### config.mk
export PLATFORM = sky130hd
export DESIGN_NAME = comparator_control_regs
export DESIGN_NICKNAME = d
export VERILOG_FILES = /design/src/include/cmp_pkg.sv /design/src/include/cmp_event_if.sv /design/src/logic/comparator_control_regs.sv /design/src/logic/cmp_event_detect.sv /design/src/logic/cmp_flag_bank.sv
export SDC_FILE = /design/constraint.sdc
export NUM_CORES = 1
export LEC_CHECK = 0
export BUFFER_PORTS_ARGS = -buffer_cell sky130_fd_sc_hd__clkbuf_2
export CORE_ASPECT_RATIO = 0.9
export CORE_MARGIN = 2
export CORE_UTILIZATION = 33
export CTS_CLUSTER_SIZE = 14
export DETAILED_ROUTE_END_ITERATION = 10
export PLACE_DENSITY = 0.6
export SYNTH_ARGS = -nofsm -noshare
export SYNTH_HDL_FRONTEND = slang
export SYNTH_HIERARCHICAL = 1
export SYNTH_SLANG_ARGS = --single-unit
export TNS_END_PERCENT = 100
### constraint.sdc
create_clock -name ref_clk -period 2.36 [get_ports ref_clk]
set_clock_uncertainty 0.05 [all_clocks]
set_input_delay 0 -clock ref_clk [delete_from_list [all_inputs] [get_ports ref_clk]]
set_output_delay 0 -clock ref_clk [all_outputs]
set_load 0.05 [all_outputs]
### src/include/cmp_pkg.sv
// constants for the three-comparator control register bank
package cmp_pkg;
  localparam int unsigned NUM_CMP = 3;
  localparam int unsigned ADDR_W = 8;
  // register byte addresses
  localparam logic [7:0] CTRL_OFFSET [NUM_CMP] = '{8'h00, 8'h04, 8'h08};
  localparam logic [7:0] STATUS_OFFSET = 8'h0C;
  localparam logic [7:0] CLEAR_OFFSET = 8'h10;
  localparam logic [7:0] ENABLE_OFFSET = 8'h14;
  // control field positions
  localparam int unsigned ON_BIT = 7;
  localparam int unsigned IRQ_ON_BIT = 6;
  localparam int unsigned TRIG_HI = 5;
  localparam int unsigned TRIG_LO = 4;
  localparam int unsigned ALT_PIN_BIT = 3;
  localparam int unsigned NEG_SEL_HI = 2;
  localparam int unsigned NEG_SEL_LO = 0;
  // writable bits per control register; bit 3 only lives in the third
  localparam logic [7:0] CTRL_WMASK [NUM_CMP] = '{8'hF7, 8'hF7, 8'hFF};
  localparam logic [7:0] CTRL_RESET = 8'h00;
  // trigger select codes
  localparam logic [1:0] TRIG_TOGGLE = 2'h0;
  localparam logic [1:0] TRIG_RSVD = 2'h1;
  localparam logic [1:0] TRIG_FALL = 2'h2;
  localparam logic [1:0] TRIG_RISE = 2'h3;
  // negative input select codes
  localparam logic [2:0] NEG_DIV640 = 3'h0;
  localparam logic [2:0] NEG_DIV320 = 3'h1;
  localparam logic [2:0] NEG_DIV213 = 3'h2;
  localparam logic [2:0] NEG_DIV160 = 3'h3;
  localparam logic [2:0] NEG_BANDGAP = 3'h4;
  localparam logic [2:0] NEG_CONVERTER = 3'h5;
  localparam logic [2:0] NEG_OWN_PIN = 3'h6;
  localparam logic [2:0] NEG_SHARED_PIN = 3'h7;
  localparam logic [7:0] NEG_ONEHOT_RESET = 8'h01;
  // status, clear and enable share one layout
  localparam int unsigned FLAG_LSB = 5;
  localparam int unsigned RESULT_LSB = 1;
  localparam logic [2:0] ENABLE_RESET = 3'h0;
  // bus answers
  localparam logic [1:0] RESP_OKAY = 2'h0;
  localparam logic [1:0] RESP_DECERR = 2'h3;
endpackage

### src/include/cmp_event_if.sv
// per-comparator link between the register bank and its event detector
interface cmp_event_if;
  logic on;
  logic [1:0] trigSel;
  logic level;
  logic eventPulse;
  modport detector (input on, input trigSel, output level, output eventPulse);
  modport owner (output on, output trigSel, input level, input eventPulse);
endinterface

### src/logic/comparator_control_regs.sv
// control registers, status and interrupt logic for three comparators
//
// Added by the designer: the AXI4-Lite slave port and the register offsets.
module comparator_control_regs
(
  input wire logic ref_clk,
  input wire logic rst,
  input wire logic [7:0] awaddr,
  input wire logic [2:0] awprot,
  input wire logic awvalid,
  output logic awready,
  input wire logic [31:0] wdata,
  input wire logic [3:0] wstrb,
  input wire logic wvalid,
  output logic wready,
  output logic [1:0] bresp,
  output logic bvalid,
  input wire logic bready,
  input wire logic [7:0] araddr,
  input wire logic [2:0] arprot,
  input wire logic arvalid,
  output logic arready,
  output logic [31:0] rdata,
  output logic [1:0] rresp,
  output logic rvalid,
  input wire logic rready,
  input wire logic [2:0] comparatorResult,
  input wire logic [2:0] irqAck,
  output logic [2:0] cmpOn,
  output logic [7:0] cmp1NegSel,
  output logic [7:0] cmp2NegSel,
  output logic [7:0] cmp3NegSel,
  output logic cmp3AltPinOn,
  output logic [2:0] irqReq,
  output logic irq
);

  logic [7:0] ctrl_reg [cmp_pkg::NUM_CMP];
  logic [7:0] negSel_reg [cmp_pkg::NUM_CMP];
  logic [2:0] irqEnable_reg;
  logic [2:0] flags;
  logic [2:0] levels;
  logic [2:0] events;
  logic [2:0] irqOn;
  logic [2:0] swClear;
  logic [2:0] ackClear;
  logic awHeld_reg;
  logic wHeld_reg;
  logic [7:0] awAddr_reg;
  logic [7:0] wByte_reg;
  logic wLane_reg;
  logic bvalid_reg;
  logic [1:0] bresp_reg;
  logic rvalid_reg;
  logic [31:0] rdata_reg;
  logic [1:0] rresp_reg;
  logic doWrite;
  logic [7:0] statusByte;
  logic [7:0] readByte;

  cmp_event_if evt [cmp_pkg::NUM_CMP] ();

  // byte address that answers; misaligned addresses never match
  function automatic logic isMapped(input logic [7:0] addr);
    isMapped = (addr == cmp_pkg::CTRL_OFFSET[0]) || (addr == cmp_pkg::CTRL_OFFSET[1])
      || (addr == cmp_pkg::CTRL_OFFSET[2]) || (addr == cmp_pkg::STATUS_OFFSET)
      || (addr == cmp_pkg::CLEAR_OFFSET) || (addr == cmp_pkg::ENABLE_OFFSET);
  endfunction

  // one-hot steering word for the analog negative-input switch
  function automatic logic [7:0] negOneHot(input logic [2:0] code);
    negOneHot = 8'h01 << code;
  endfunction

  // one detector per comparator, fed from its own control register
  for (genvar g = 0; g < cmp_pkg::NUM_CMP; g++)
  begin : g_cmp
    assign evt[g].on = ctrl_reg[g][cmp_pkg::ON_BIT];
    assign evt[g].trigSel = ctrl_reg[g][cmp_pkg::TRIG_HI:cmp_pkg::TRIG_LO];
    assign levels[g] = evt[g].level;
    assign events[g] = evt[g].eventPulse;
    assign irqOn[g] = ctrl_reg[g][cmp_pkg::IRQ_ON_BIT];
    cmp_event_detect u_detect
    (
      .ref_clk(ref_clk),
      .rst(rst),
      .rawResult(comparatorResult[g]),
      .bus(evt[g])
    );
  end

  // vector taken only clears when that comparator's interrupt was on
  assign ackClear = irqAck & irqOn;
  // software clears by writing ones in the flag positions
  assign swClear = (doWrite && wLane_reg && awAddr_reg == cmp_pkg::CLEAR_OFFSET)
    ? wByte_reg[cmp_pkg::FLAG_LSB +: 3] : 3'h0;

  cmp_flag_bank u_flags
  (
    .ref_clk(ref_clk),
    .rst(rst),
    .setPulse(events),
    .swClear(swClear),
    .ackClear(ackClear),
    .flags_reg(flags)
  );

  // write address and data are taken independently, then applied together
  assign awready = ~awHeld_reg & ~bvalid_reg;
  assign wready = ~wHeld_reg & ~bvalid_reg;
  assign doWrite = awHeld_reg & wHeld_reg & ~bvalid_reg;

  always_ff @(posedge ref_clk or posedge rst)
  begin
    if (rst)
    begin
      awHeld_reg <= 1'b0;
      awAddr_reg <= 8'h00;
    end
    else if (awvalid && awready)
    begin
      awHeld_reg <= 1'b1;
      awAddr_reg <= awaddr;
    end
    else if (doWrite)
      awHeld_reg <= 1'b0;
  end

  // only the low byte lane carries register bits
  always_ff @(posedge ref_clk or posedge rst)
  begin
    if (rst)
    begin
      wHeld_reg <= 1'b0;
      wByte_reg <= 8'h00;
      wLane_reg <= 1'b0;
    end
    else if (wvalid && wready)
    begin
      wHeld_reg <= 1'b1;
      wByte_reg <= wdata[7:0];
      wLane_reg <= wstrb[0];
    end
    else if (doWrite)
      wHeld_reg <= 1'b0;
  end

  // write answer one cycle after both halves are in
  always_ff @(posedge ref_clk or posedge rst)
  begin
    if (rst)
    begin
      bvalid_reg <= 1'b0;
      bresp_reg <= cmp_pkg::RESP_OKAY;
    end
    else if (doWrite)
    begin
      bvalid_reg <= 1'b1;
      bresp_reg <= isMapped(awAddr_reg) ? cmp_pkg::RESP_OKAY : cmp_pkg::RESP_DECERR;
    end
    else if (bready)
      bvalid_reg <= 1'b0;
  end

  assign bvalid = bvalid_reg;
  assign bresp = bresp_reg;

  // control registers; the reserved bit 3 of the first two is masked off
  always_ff @(posedge ref_clk or posedge rst)
  begin
    if (rst)
    begin
      for (int i = 0; i < cmp_pkg::NUM_CMP; i++)
        ctrl_reg[i] <= cmp_pkg::CTRL_RESET;
    end
    else if (doWrite && wLane_reg)
    begin
      for (int i = 0; i < cmp_pkg::NUM_CMP; i++)
        if (awAddr_reg == cmp_pkg::CTRL_OFFSET[i])
          ctrl_reg[i] <= wByte_reg & cmp_pkg::CTRL_WMASK[i];
    end
  end

  // enable register gates the summary interrupt line
  always_ff @(posedge ref_clk or posedge rst)
  begin
    if (rst)
      irqEnable_reg <= cmp_pkg::ENABLE_RESET;
    else if (doWrite && wLane_reg && awAddr_reg == cmp_pkg::ENABLE_OFFSET)
      irqEnable_reg <= wByte_reg[cmp_pkg::FLAG_LSB +: 3];
  end

  // negative-input steering is registered to keep the analog switch glitch-free
  always_ff @(posedge ref_clk or posedge rst)
  begin
    if (rst)
    begin
      for (int i = 0; i < cmp_pkg::NUM_CMP; i++)
        negSel_reg[i] <= cmp_pkg::NEG_ONEHOT_RESET;
    end
    else
    begin
      for (int i = 0; i < cmp_pkg::NUM_CMP; i++)
        negSel_reg[i] <= negOneHot(ctrl_reg[i][cmp_pkg::NEG_SEL_HI:cmp_pkg::NEG_SEL_LO]);
    end
  end

  assign cmp1NegSel = negSel_reg[0];
  assign cmp2NegSel = negSel_reg[1];
  assign cmp3NegSel = negSel_reg[2];

  // analog enables straight from the register flops
  assign cmpOn[0] = ctrl_reg[0][cmp_pkg::ON_BIT];
  assign cmpOn[1] = ctrl_reg[1][cmp_pkg::ON_BIT];
  assign cmpOn[2] = ctrl_reg[2][cmp_pkg::ON_BIT];
  assign cmp3AltPinOn = ctrl_reg[2][cmp_pkg::ALT_PIN_BIT];

  // per-comparator request waits on its own enable; summary line on the mask
  assign irqReq = flags & irqOn;
  assign irq = |(flags & irqEnable_reg);

  // shared status: flags high, synchronised results low
  assign statusByte = {flags, 1'b0, levels, 1'b0};

  // clear register is write-only and reads zero
  always_comb
  begin
    readByte = 8'h00;
    if (araddr == cmp_pkg::CTRL_OFFSET[0])
      readByte = ctrl_reg[0];
    else if (araddr == cmp_pkg::CTRL_OFFSET[1])
      readByte = ctrl_reg[1];
    else if (araddr == cmp_pkg::CTRL_OFFSET[2])
      readByte = ctrl_reg[2];
    else if (araddr == cmp_pkg::STATUS_OFFSET)
      readByte = statusByte;
    else if (araddr == cmp_pkg::ENABLE_OFFSET)
      readByte = {irqEnable_reg, 5'h00};
  end

  // read answer one cycle after the address is taken
  assign arready = ~rvalid_reg;

  always_ff @(posedge ref_clk or posedge rst)
  begin
    if (rst)
    begin
      rvalid_reg <= 1'b0;
      rdata_reg <= 32'h0000_0000;
      rresp_reg <= cmp_pkg::RESP_OKAY;
    end
    else if (arvalid && arready)
    begin
      rvalid_reg <= 1'b1;
      rdata_reg <= {24'h00_0000, readByte};
      rresp_reg <= isMapped(araddr) ? cmp_pkg::RESP_OKAY : cmp_pkg::RESP_DECERR;
    end
    else if (rready)
      rvalid_reg <= 1'b0;
  end

  assign rvalid = rvalid_reg;
  assign rdata = rdata_reg;
  assign rresp = rresp_reg;
endmodule

### src/logic/cmp_event_detect.sv
// synchroniser and trigger-edge detector for one comparator result
module cmp_event_detect
(
  input wire logic ref_clk,
  input wire logic rst,
  input wire logic rawResult,
  cmp_event_if.detector bus
);
  logic syncFirst_reg;
  logic syncSecond_reg;
  logic prevLevel_reg;
  logic rise;
  logic fall;
  logic hit;

  // analog result is asynchronous; only the second flop is looked at
  always_ff @(posedge ref_clk or posedge rst)
  begin
    if (rst)
    begin
      syncFirst_reg <= 1'b0;
      syncSecond_reg <= 1'b0;
    end
    else
    begin
      syncFirst_reg <= rawResult;
      syncSecond_reg <= syncFirst_reg;
    end
  end

  // history keeps running while off, so enabling raises no false edge
  always_ff @(posedge ref_clk or posedge rst)
  begin
    if (rst)
      prevLevel_reg <= 1'b0;
    else
      prevLevel_reg <= syncSecond_reg;
  end

  assign rise = syncSecond_reg & ~prevLevel_reg;
  assign fall = ~syncSecond_reg & prevLevel_reg;

  // trigger select; the reserved code never fires
  always_comb
  begin
    case (bus.trigSel)
      cmp_pkg::TRIG_TOGGLE: hit = rise | fall;
      cmp_pkg::TRIG_FALL: hit = fall;
      cmp_pkg::TRIG_RISE: hit = rise;
      default: hit = 1'b0;
    endcase
  end

  // a switched-off comparator reads low and raises nothing
  assign bus.level = syncSecond_reg & bus.on;
  assign bus.eventPulse = hit & bus.on;
endmodule

### src/logic/cmp_flag_bank.sv
// sticky comparator interrupt flags with set winning over clear
module cmp_flag_bank
(
  input wire logic ref_clk,
  input wire logic rst,
  input wire logic [2:0] setPulse,
  input wire logic [2:0] swClear,
  input wire logic [2:0] ackClear,
  output logic [2:0] flags_reg
);
  logic [2:0] flags_next;

  // an event in the clearing cycle is kept
  always_comb
  begin
    flags_next = (flags_reg & ~(swClear | ackClear)) | setPulse;
  end

  always_ff @(posedge ref_clk or posedge rst)
  begin
    if (rst)
      flags_reg <= 3'h0;
    else
      flags_reg <= flags_next;
  end
endmodule

==> out/results.ini, run 1 <==
[critical_path]
crit_family = simple AND/OR/NAND/NOR gates
crit_type = reg2reg
cp-end-kind = flip-flop
path_buf_inv = 0
critical_path.max_stage_delay_ps = 570
ff2ff_setup_slack_ps = 330
cp_cell_sequence = or4_4 -> nor3_4 -> nand3b_2 -> mux2_2
slowest_stage = or4_4
timing.rr.start = awAddr_reg[1]
critPathArrivalTime_ps = 2200
worst_r2r_endpoint = ctrl_reg[20]
worstPathRequired_ps = 2530
r2r_cells = 4
worstPathMaxFanout = 7
critPathLaunchType = flip-flop

[cts]
cts_num_sinks = 92
clock_latency_ps = 340
htree_levels = 3
clkTransAtPathRegs_ps = 60
cts-buffers-inserted = 9
cts_buffer_depth = 2
post_cts_resized = 0
cts_root_buf = clkbuf_16
cts_tree = yes

[detailed_routing]
met1_length_um = 4200
wl_per_cell_um = 14.6
initialDrtViolationCount = 102
dr_wl_met3_um = 427
routed.top_layer = met4
drc = 0
drt_wl_total_um = 8900
route.met2.wl_um = 4150
drtPass1Iterations = 4
dr_total_vias = 2826
postRouteAntennaNets = 0
vias_per_cell = 4.65

[global_route]
grt_use_total_pct = 14.1
grt_pass1_vias = 2812
grt_pass1_wl_um = 14700
grt_max_degree = 40
grt_antenna_before_repair = 0
grt_overflow = 0

[finish]
final_util_pct = 41.9
largest_register_ffs = 18
area_delta_synth_final_pct = 22.5
drive_gt1_share_pct = 35.3
nNetsFinal = 520
antennaDiodeCount = 0

[logic_synthesis]
avgSynthCellArea_um2 = 12.3
ys_types = 44
syn_area_um2 = 4180
synthTopCellsByArea = dfrtp_1 53%, mux2_2 12%, buf_4 5.4%
ys_ff_latch = 92
synth_area_leader_cell = dfrtp_1
synth_top_area_share_pct = 53.3
seq_area_frac_synth_pct = 55.2
netlist_instances = 341
ys_warn_count = 6

[timing]
worstMarginPinSlew_ps = 731
rsz0062_at_grt = no
setup_violations = 0
tns_ps = 0
fmax_ghz = 0.492
final_hold_viol_count = 0
drv_slew = 0
slew_headroom_pct = 51.2
fin_crit_ps = 2030
fin_crit_sh_pct = 86.1

[power]
max-vdd-ir-drop_mv = 0.511
power_density_nw_per_um2 = 928
p_leak_uw = 0.00263

[min_path]
min_to = awHeld_reg
min-delay-path-class = in2reg
hold_path.startpoint = awvalid
worst_hold_path.num_cells = 3

[run]
max-cap-violations = 0

[die]
die_area_um2 = 13600
start_util_pct = 34.2
fp-row-count = 38
core_area_um2 = 12200
io_pins = 144
die_w_um = 123
die_h_um = 111

[place]
numPortBuffers = 86
dp_hpwl_um = 6550
gp_congestion = 0.813

[status]
status = completed

[Yosys cell counts (all sizes together)]
master / count
a211o: 3
a211oi: 1
a21o: 4
a221oi: 3
a222oi: 1
a22oi: 1
a32o: 1
and2: 14
and3: 3
and3b: 6
buf: 32
clkbuf: 13
conb: 1
dfrtp: 89
dfstp: 3
ha: 6
inv: 14
mux2: 43
mux2i: 11
mux4: 1
nand2: 17
nand2b: 3
nand3: 5
nand3b: 3
nand4: 4
nand4b: 1
nor2: 12
nor2b: 3
nor3: 9
nor3b: 10
nor4: 1
nor4b: 2
o21a: 1
o21ai: 15
o22ai: 1
or4: 1
or4b: 3
[through the flow]
step / hold slack (ps) / worst slack [ps] / total power [µW] / std cells / instance area [µm²]
3_3_place_gp: -109 / 329 / 3460 / 569 / 4640
5_1_grt: 24.7 / 239 / 5020 / 608 / 5120
4_1_cts: 2.99 / 321 / 4820 / 608 / 5120
3_5_place_dp: -102 / 336 / 3500 / 569 / 4640
2_1_floorplan: -296 / 194 / 3220 / 364 / 4270
6_report: 9.49 / 327 / 4750 / 608 / 5120
[kinds of logic (layout without fill, tap and decap cells)]
logic type	after synthesis	count (layout)	share of synthesized area, %
buf+inv	59	143	8.29
mux	55	55	14.8
simple gates	97	97	14.9
other cells	1	24	0.0897
compound gates	31	31	4.94
fa+ha+maj	6	6	1.80
flops	92	92	55.2
[repair_timing]
action,in CTS,in global routing
buffers inserted,0,0
hold endpoints to repair,71,0
hold buffers,23,0
[cell usage in the layout, fill, tap and decap left out, types with 2 or more instances in the layout]
cell,Yosys,final
a211o_1,3,3
a21o_1,4,4
a221oi_1,3,3
and2_1,14,14
and3_1,3,3
and3b_1,6,6
buf_4,30,4
clkbuf_1,12,4
clkbuf_16,0,9
clkbuf_2,0,86
clkinv_2,0,4
conb_1,1,24
dfrtp_1,89,89
dfstp_2,3,3
dlygate4sd3_1,0,23
ha_1,6,6
inv_1,14,13
mux2_2,43,43
mux2i_1,11,11
nand2_1,17,17
nand2b_1,3,3
nand3_1,4,4
nand3b_1,2,2
nand4_1,4,4
nor2_1,12,11
nor2b_1,3,3
nor3_1,7,7
nor3_4,2,2
nor3b_1,10,10
o21ai_0,15,15
or4b_1,3,3
[final cells by class]
cell class / count / area (µm²)
Sequential cell: 92 / 2310
Fill cell: 1179 / 7100
Multi-Input combinational cell: 213 / 1620
Tap cell: 160 / 200
Timing Repair Buffer: 113 / 691
Clock inverter: 3 / 15.0
Clock buffer: 13 / 240
Inverter: 14 / 53.8
[worst max path at each step]
stage	start	end	slack [ps]	depth (start not counted)
4_1_cts	awAddr_reg[1]	ctrl_reg[20]	320	4
3_5_place_dp	awAddr_reg[1]	ctrl_reg[20]	340	4
2_1_floorplan	bvalid	wByte_reg[0]	190	4
6_report	awAddr_reg[1]	ctrl_reg[20]	330	4
3_3_place_gp	awAddr_reg[1]	cmpOn[2]	330	4
5_1_grt	awAddr_reg[1]	ctrl_reg[6]	240	4
[worst register-to-register path: cells and delay by family, from the launching register on]
| kind | cells | cell delay (ps) |
|---|---|---|
| DFF | 1 | 380 |
| and+or+nand+nor | 3 | 1140 |
| muxes | 1 | 350 |
[report_power, final]
group,switching (µW),internal [µW]
combinational,764,465
sequential,355,1910
clock,552,709
total,1670,3080
[metal layers]
layer  track usage (%)  vias up
met1              18.6     1401
met5                 0        -
met4              4.52        0
li1                  -     1327
met3              4.12       12
met2              22.2       86
(Power assumes the default switching activity.)
==> run 2: changes to the inputs <==
BUFFER_PORTS_ARGS = -buffer_cell sky130_fd_sc_hd__buf_2   (was -buffer_cell sky130_fd_sc_hd__clkbuf_2)
==> run 2 against run 1 <==
Compared with the run above:
- combinational power hardly changed
- wire length is 2.2% lower
- fmax is 1.9% lower
- first-iteration DRC count is 17% higher
- clock-buffer cell count is 1 lower
- non-clock buffer count stayed put
- critical path depth stayed put
- sequential power hardly changed
==> out/results.ini, run 2 (synthesis gave the netlist of run 1 again) <==
[status]
status = completed  ; unchanged

[cts]
post_cts_resized = 0  ; unchanged
cts_tree = yes  ; unchanged
clkTransAtPathRegs_ps = 60  ; about the same
cts_num_sinks = 92  ; unchanged
htree_levels = 3  ; unchanged
clock_latency_ps = 340  ; about the same
cts_buffer_depth = 2  ; unchanged
cts-buffers-inserted = 9  ; unchanged
cts_setup_buffers = 0  ; unchanged
cts_root_buf = clkbuf_16  ; unchanged

[place]
numPortBuffers = 86  ; unchanged
gp_congestion = 0.823  ; was 0.813
placed_cell_area_um2 = 4640  ; about the same
dp_hpwl_um = 6470  ; was 6550 µm

[die]
start_util_pct = 34.2  ; unchanged
io_pins = 144  ; unchanged
die_area_um2 = 13600  ; unchanged
core_area_um2 = 12200  ; unchanged
die_h_um = 111  ; unchanged
die_w_um = 123  ; unchanged
fp-row-count = 38  ; unchanged

[power]
p_leak_uw = 0.00268  ; was 0.00263 µW
power_density_nw_per_um2 = 963  ; was 928 nW/µm²
p_switching_uw = 1670  ; about the same
power_frac_comb_pct = 24.6  ; was 25.9%
switching_share_pct = 33.4  ; was 35.2%
seqPwrFrac_pct = 44.9  ; was 47.6%
internal-power_uw = 3330  ; was 3080 µW
clock_power_share_pct = 30.5  ; was 26.6%
max-vdd-ir-drop_mv = 0.553  ; was 0.511 mV
total_power_uw = 5010  ; was 4750 µW

[timing]
slew_headroom_pct = 51.8  ; was 51.2%
fin_crit_sh_pct = 87.8  ; was 86.1%
fmax_ghz = 0.482  ; was 0.492 GHz
final_hold_viol_count = 0  ; unchanged
setup_violations = 0  ; unchanged
worstMarginPinSlew_ps = 713  ; was 731 ps
rsz0062_at_grt = no  ; unchanged
fin_crit_ps = 2070  ; was 2030 ps
tns_ps = 0  ; unchanged
drv_slew = 0  ; unchanged

[detailed_routing]
drt_wl_total_um = 8700  ; was 8900 µm
dr_total_vias = 2764  ; was 2826
drc = 0  ; unchanged
initialDrtViolationCount = 119  ; was 102
postRouteAntennaNets = 0  ; unchanged
drtPass1Iterations = 4  ; unchanged
wl_per_cell_um = 14.3  ; was 14.6 µm
vias_per_cell = 4.55  ; was 4.65

[finish]
seqCellArea_um2 = 2310  ; unchanged
area_delta_synth_final_pct = 24.4  ; was 22.5%
final_util_pct = 42.6  ; was 41.9%
antennaDiodeCount = 0  ; unchanged
multi_input_area_um2 = 1620  ; unchanged
final_cell_mix = 89 x dfrtp_1, 86 x buf_2, 43 x mux2_2, 24 x conb_1, 24 x dlygate4sd3_1  ; was 89 x dfrtp_1, 86 x clkbuf_2, 43 x mux2_2, 24 x conb_1, 23 x dlygate4sd3_1
n_fill_cell = 1168  ; was 1179
drive_gt1_share_pct = 35.5  ; was 35.3%
stdcell_area_um2 = 5200  ; was 5120 µm²
largest_register_ffs = 18  ; unchanged
nNetsFinal = 520  ; unchanged
layout_commonest_cell = dfrtp_1  ; unchanged

[critical_path]
critPathArrivalTime_ps = 2240  ; was 2200 ps
critPathLaunchType = flip-flop  ; unchanged
cp-end-kind = flip-flop  ; unchanged
startpoint = awAddr_reg[1]  ; unchanged
cp_cell_sequence = or4_4 -> nor3_4 -> nand3b_2 -> mux2_2  ; unchanged
worstPathRequired_ps = 2530  ; about the same
worstPathMaxFanout = 7  ; unchanged
critical_path.max_stage_delay_ps = 570  ; about the same
slowest_stage = or4_4  ; unchanged
timing.rr.start = awAddr_reg[1]  ; unchanged
crit_type = reg2reg  ; unchanged

[run]
max-cap-violations = 0  ; unchanged

[min_path]
hold_path.startpoint = araddr[5]  ; was awvalid
min-delay-path-class = in2reg  ; unchanged

[global_route]
grt_pass1_vias = 2769  ; was 2812
grt_antenna_before_repair = 0  ; unchanged
grt_overflow = 0  ; unchanged
grt_use_total_pct = 13.6  ; was 14.1%
grt_max_degree = 43  ; was 40
grt_pass1_wl_um = 14200  ; was 14700 µm

==> run 2: changes by cell type in the layout (fill, tap and decap cells not counted) <==
cell           delta
buf_12            +1
buf_2            +86
buf_4             -2
bufinv_16         +2
clkbuf_1          -2
clkbuf_2         -86
clkbuf_8          +1
clkinv_2          -2
clkinvlp_4        +1
dlygate4sd3_1     +1
==> run 2: final cells by class <==
type                            instances  area share (%)
Sequential cell                        92            44.3
Multi-Input combinational cell        213            31.1
Timing Repair Buffer                  113            13.6
Clock buffer                           12            4.74
Tap cell                              160            3.85
Clock inverter                          4            1.40
Inverter                               14            1.03
==> run 2: worst max-delay path: cells and delay by family (launching register included) <==
| family | cells | cell delay (ps) |
|---|---|---|
| flops | 1 | 380 |
| mux | 1 | 360 |
| simple gates | 3 | 1150 |
==> run 2: repair_timing <==
| action | CTS | global route |
|---|---|---|
| setup endpoints to repair | 0 | 0 |
| endpoints found under the hold margin | 70 | 0 |
| hold buffers | 24 | 0 |
==> run 2: power by group through the flow <==
stage	Combinational, µW	Sequential, µW	Clock [µW]
floorplan	864	2360	0
global placement	1190	2260	0
detailed placement	1210	2280	0
CTS	1250	2260	1570
global route	1320	2310	1650
finish	1230	2250	1520
==> run 2: worst paths after layout <==
path                                                          to  slack, ps  cells past startpoint
worst min-delay path                                    rresp[0]         20                      4
worst max-delay path                                ctrl_reg[16]        290                      4
min in group asynchronous        g_cmp[1].u_detect/syncFirst_reg         80                      3
max in group asynchronous                             awHeld_reg       1320                      4
worst min register to register  g_cmp[0].u_detect/syncSecond_reg        300                      0
worst max register to register                      ctrl_reg[16]        290                      4
==> run 2: per-layer routing <==
metal | vias to the layer above | GRT usage (%) | part of all wire (%)
met2 | 88 | 21.0 | 46
li1 | 1331 | - | -
met1 | 1332 | 18.3 | 47
met5 | - | 0 | 0
met3 | 13 | 3.45 | 5.1
met4 | 0 | 5.29 | 1.8
==> run 2: through the flow <==
step                setup WS [ps]  hold WS, ps  instances
finish                        287         18.4        608
global route                  198         23.0        608
CTS                           274        0.825        608
detailed placement            309         -109        568
global placement              335         -108        568
floorplan                     194         -296        364
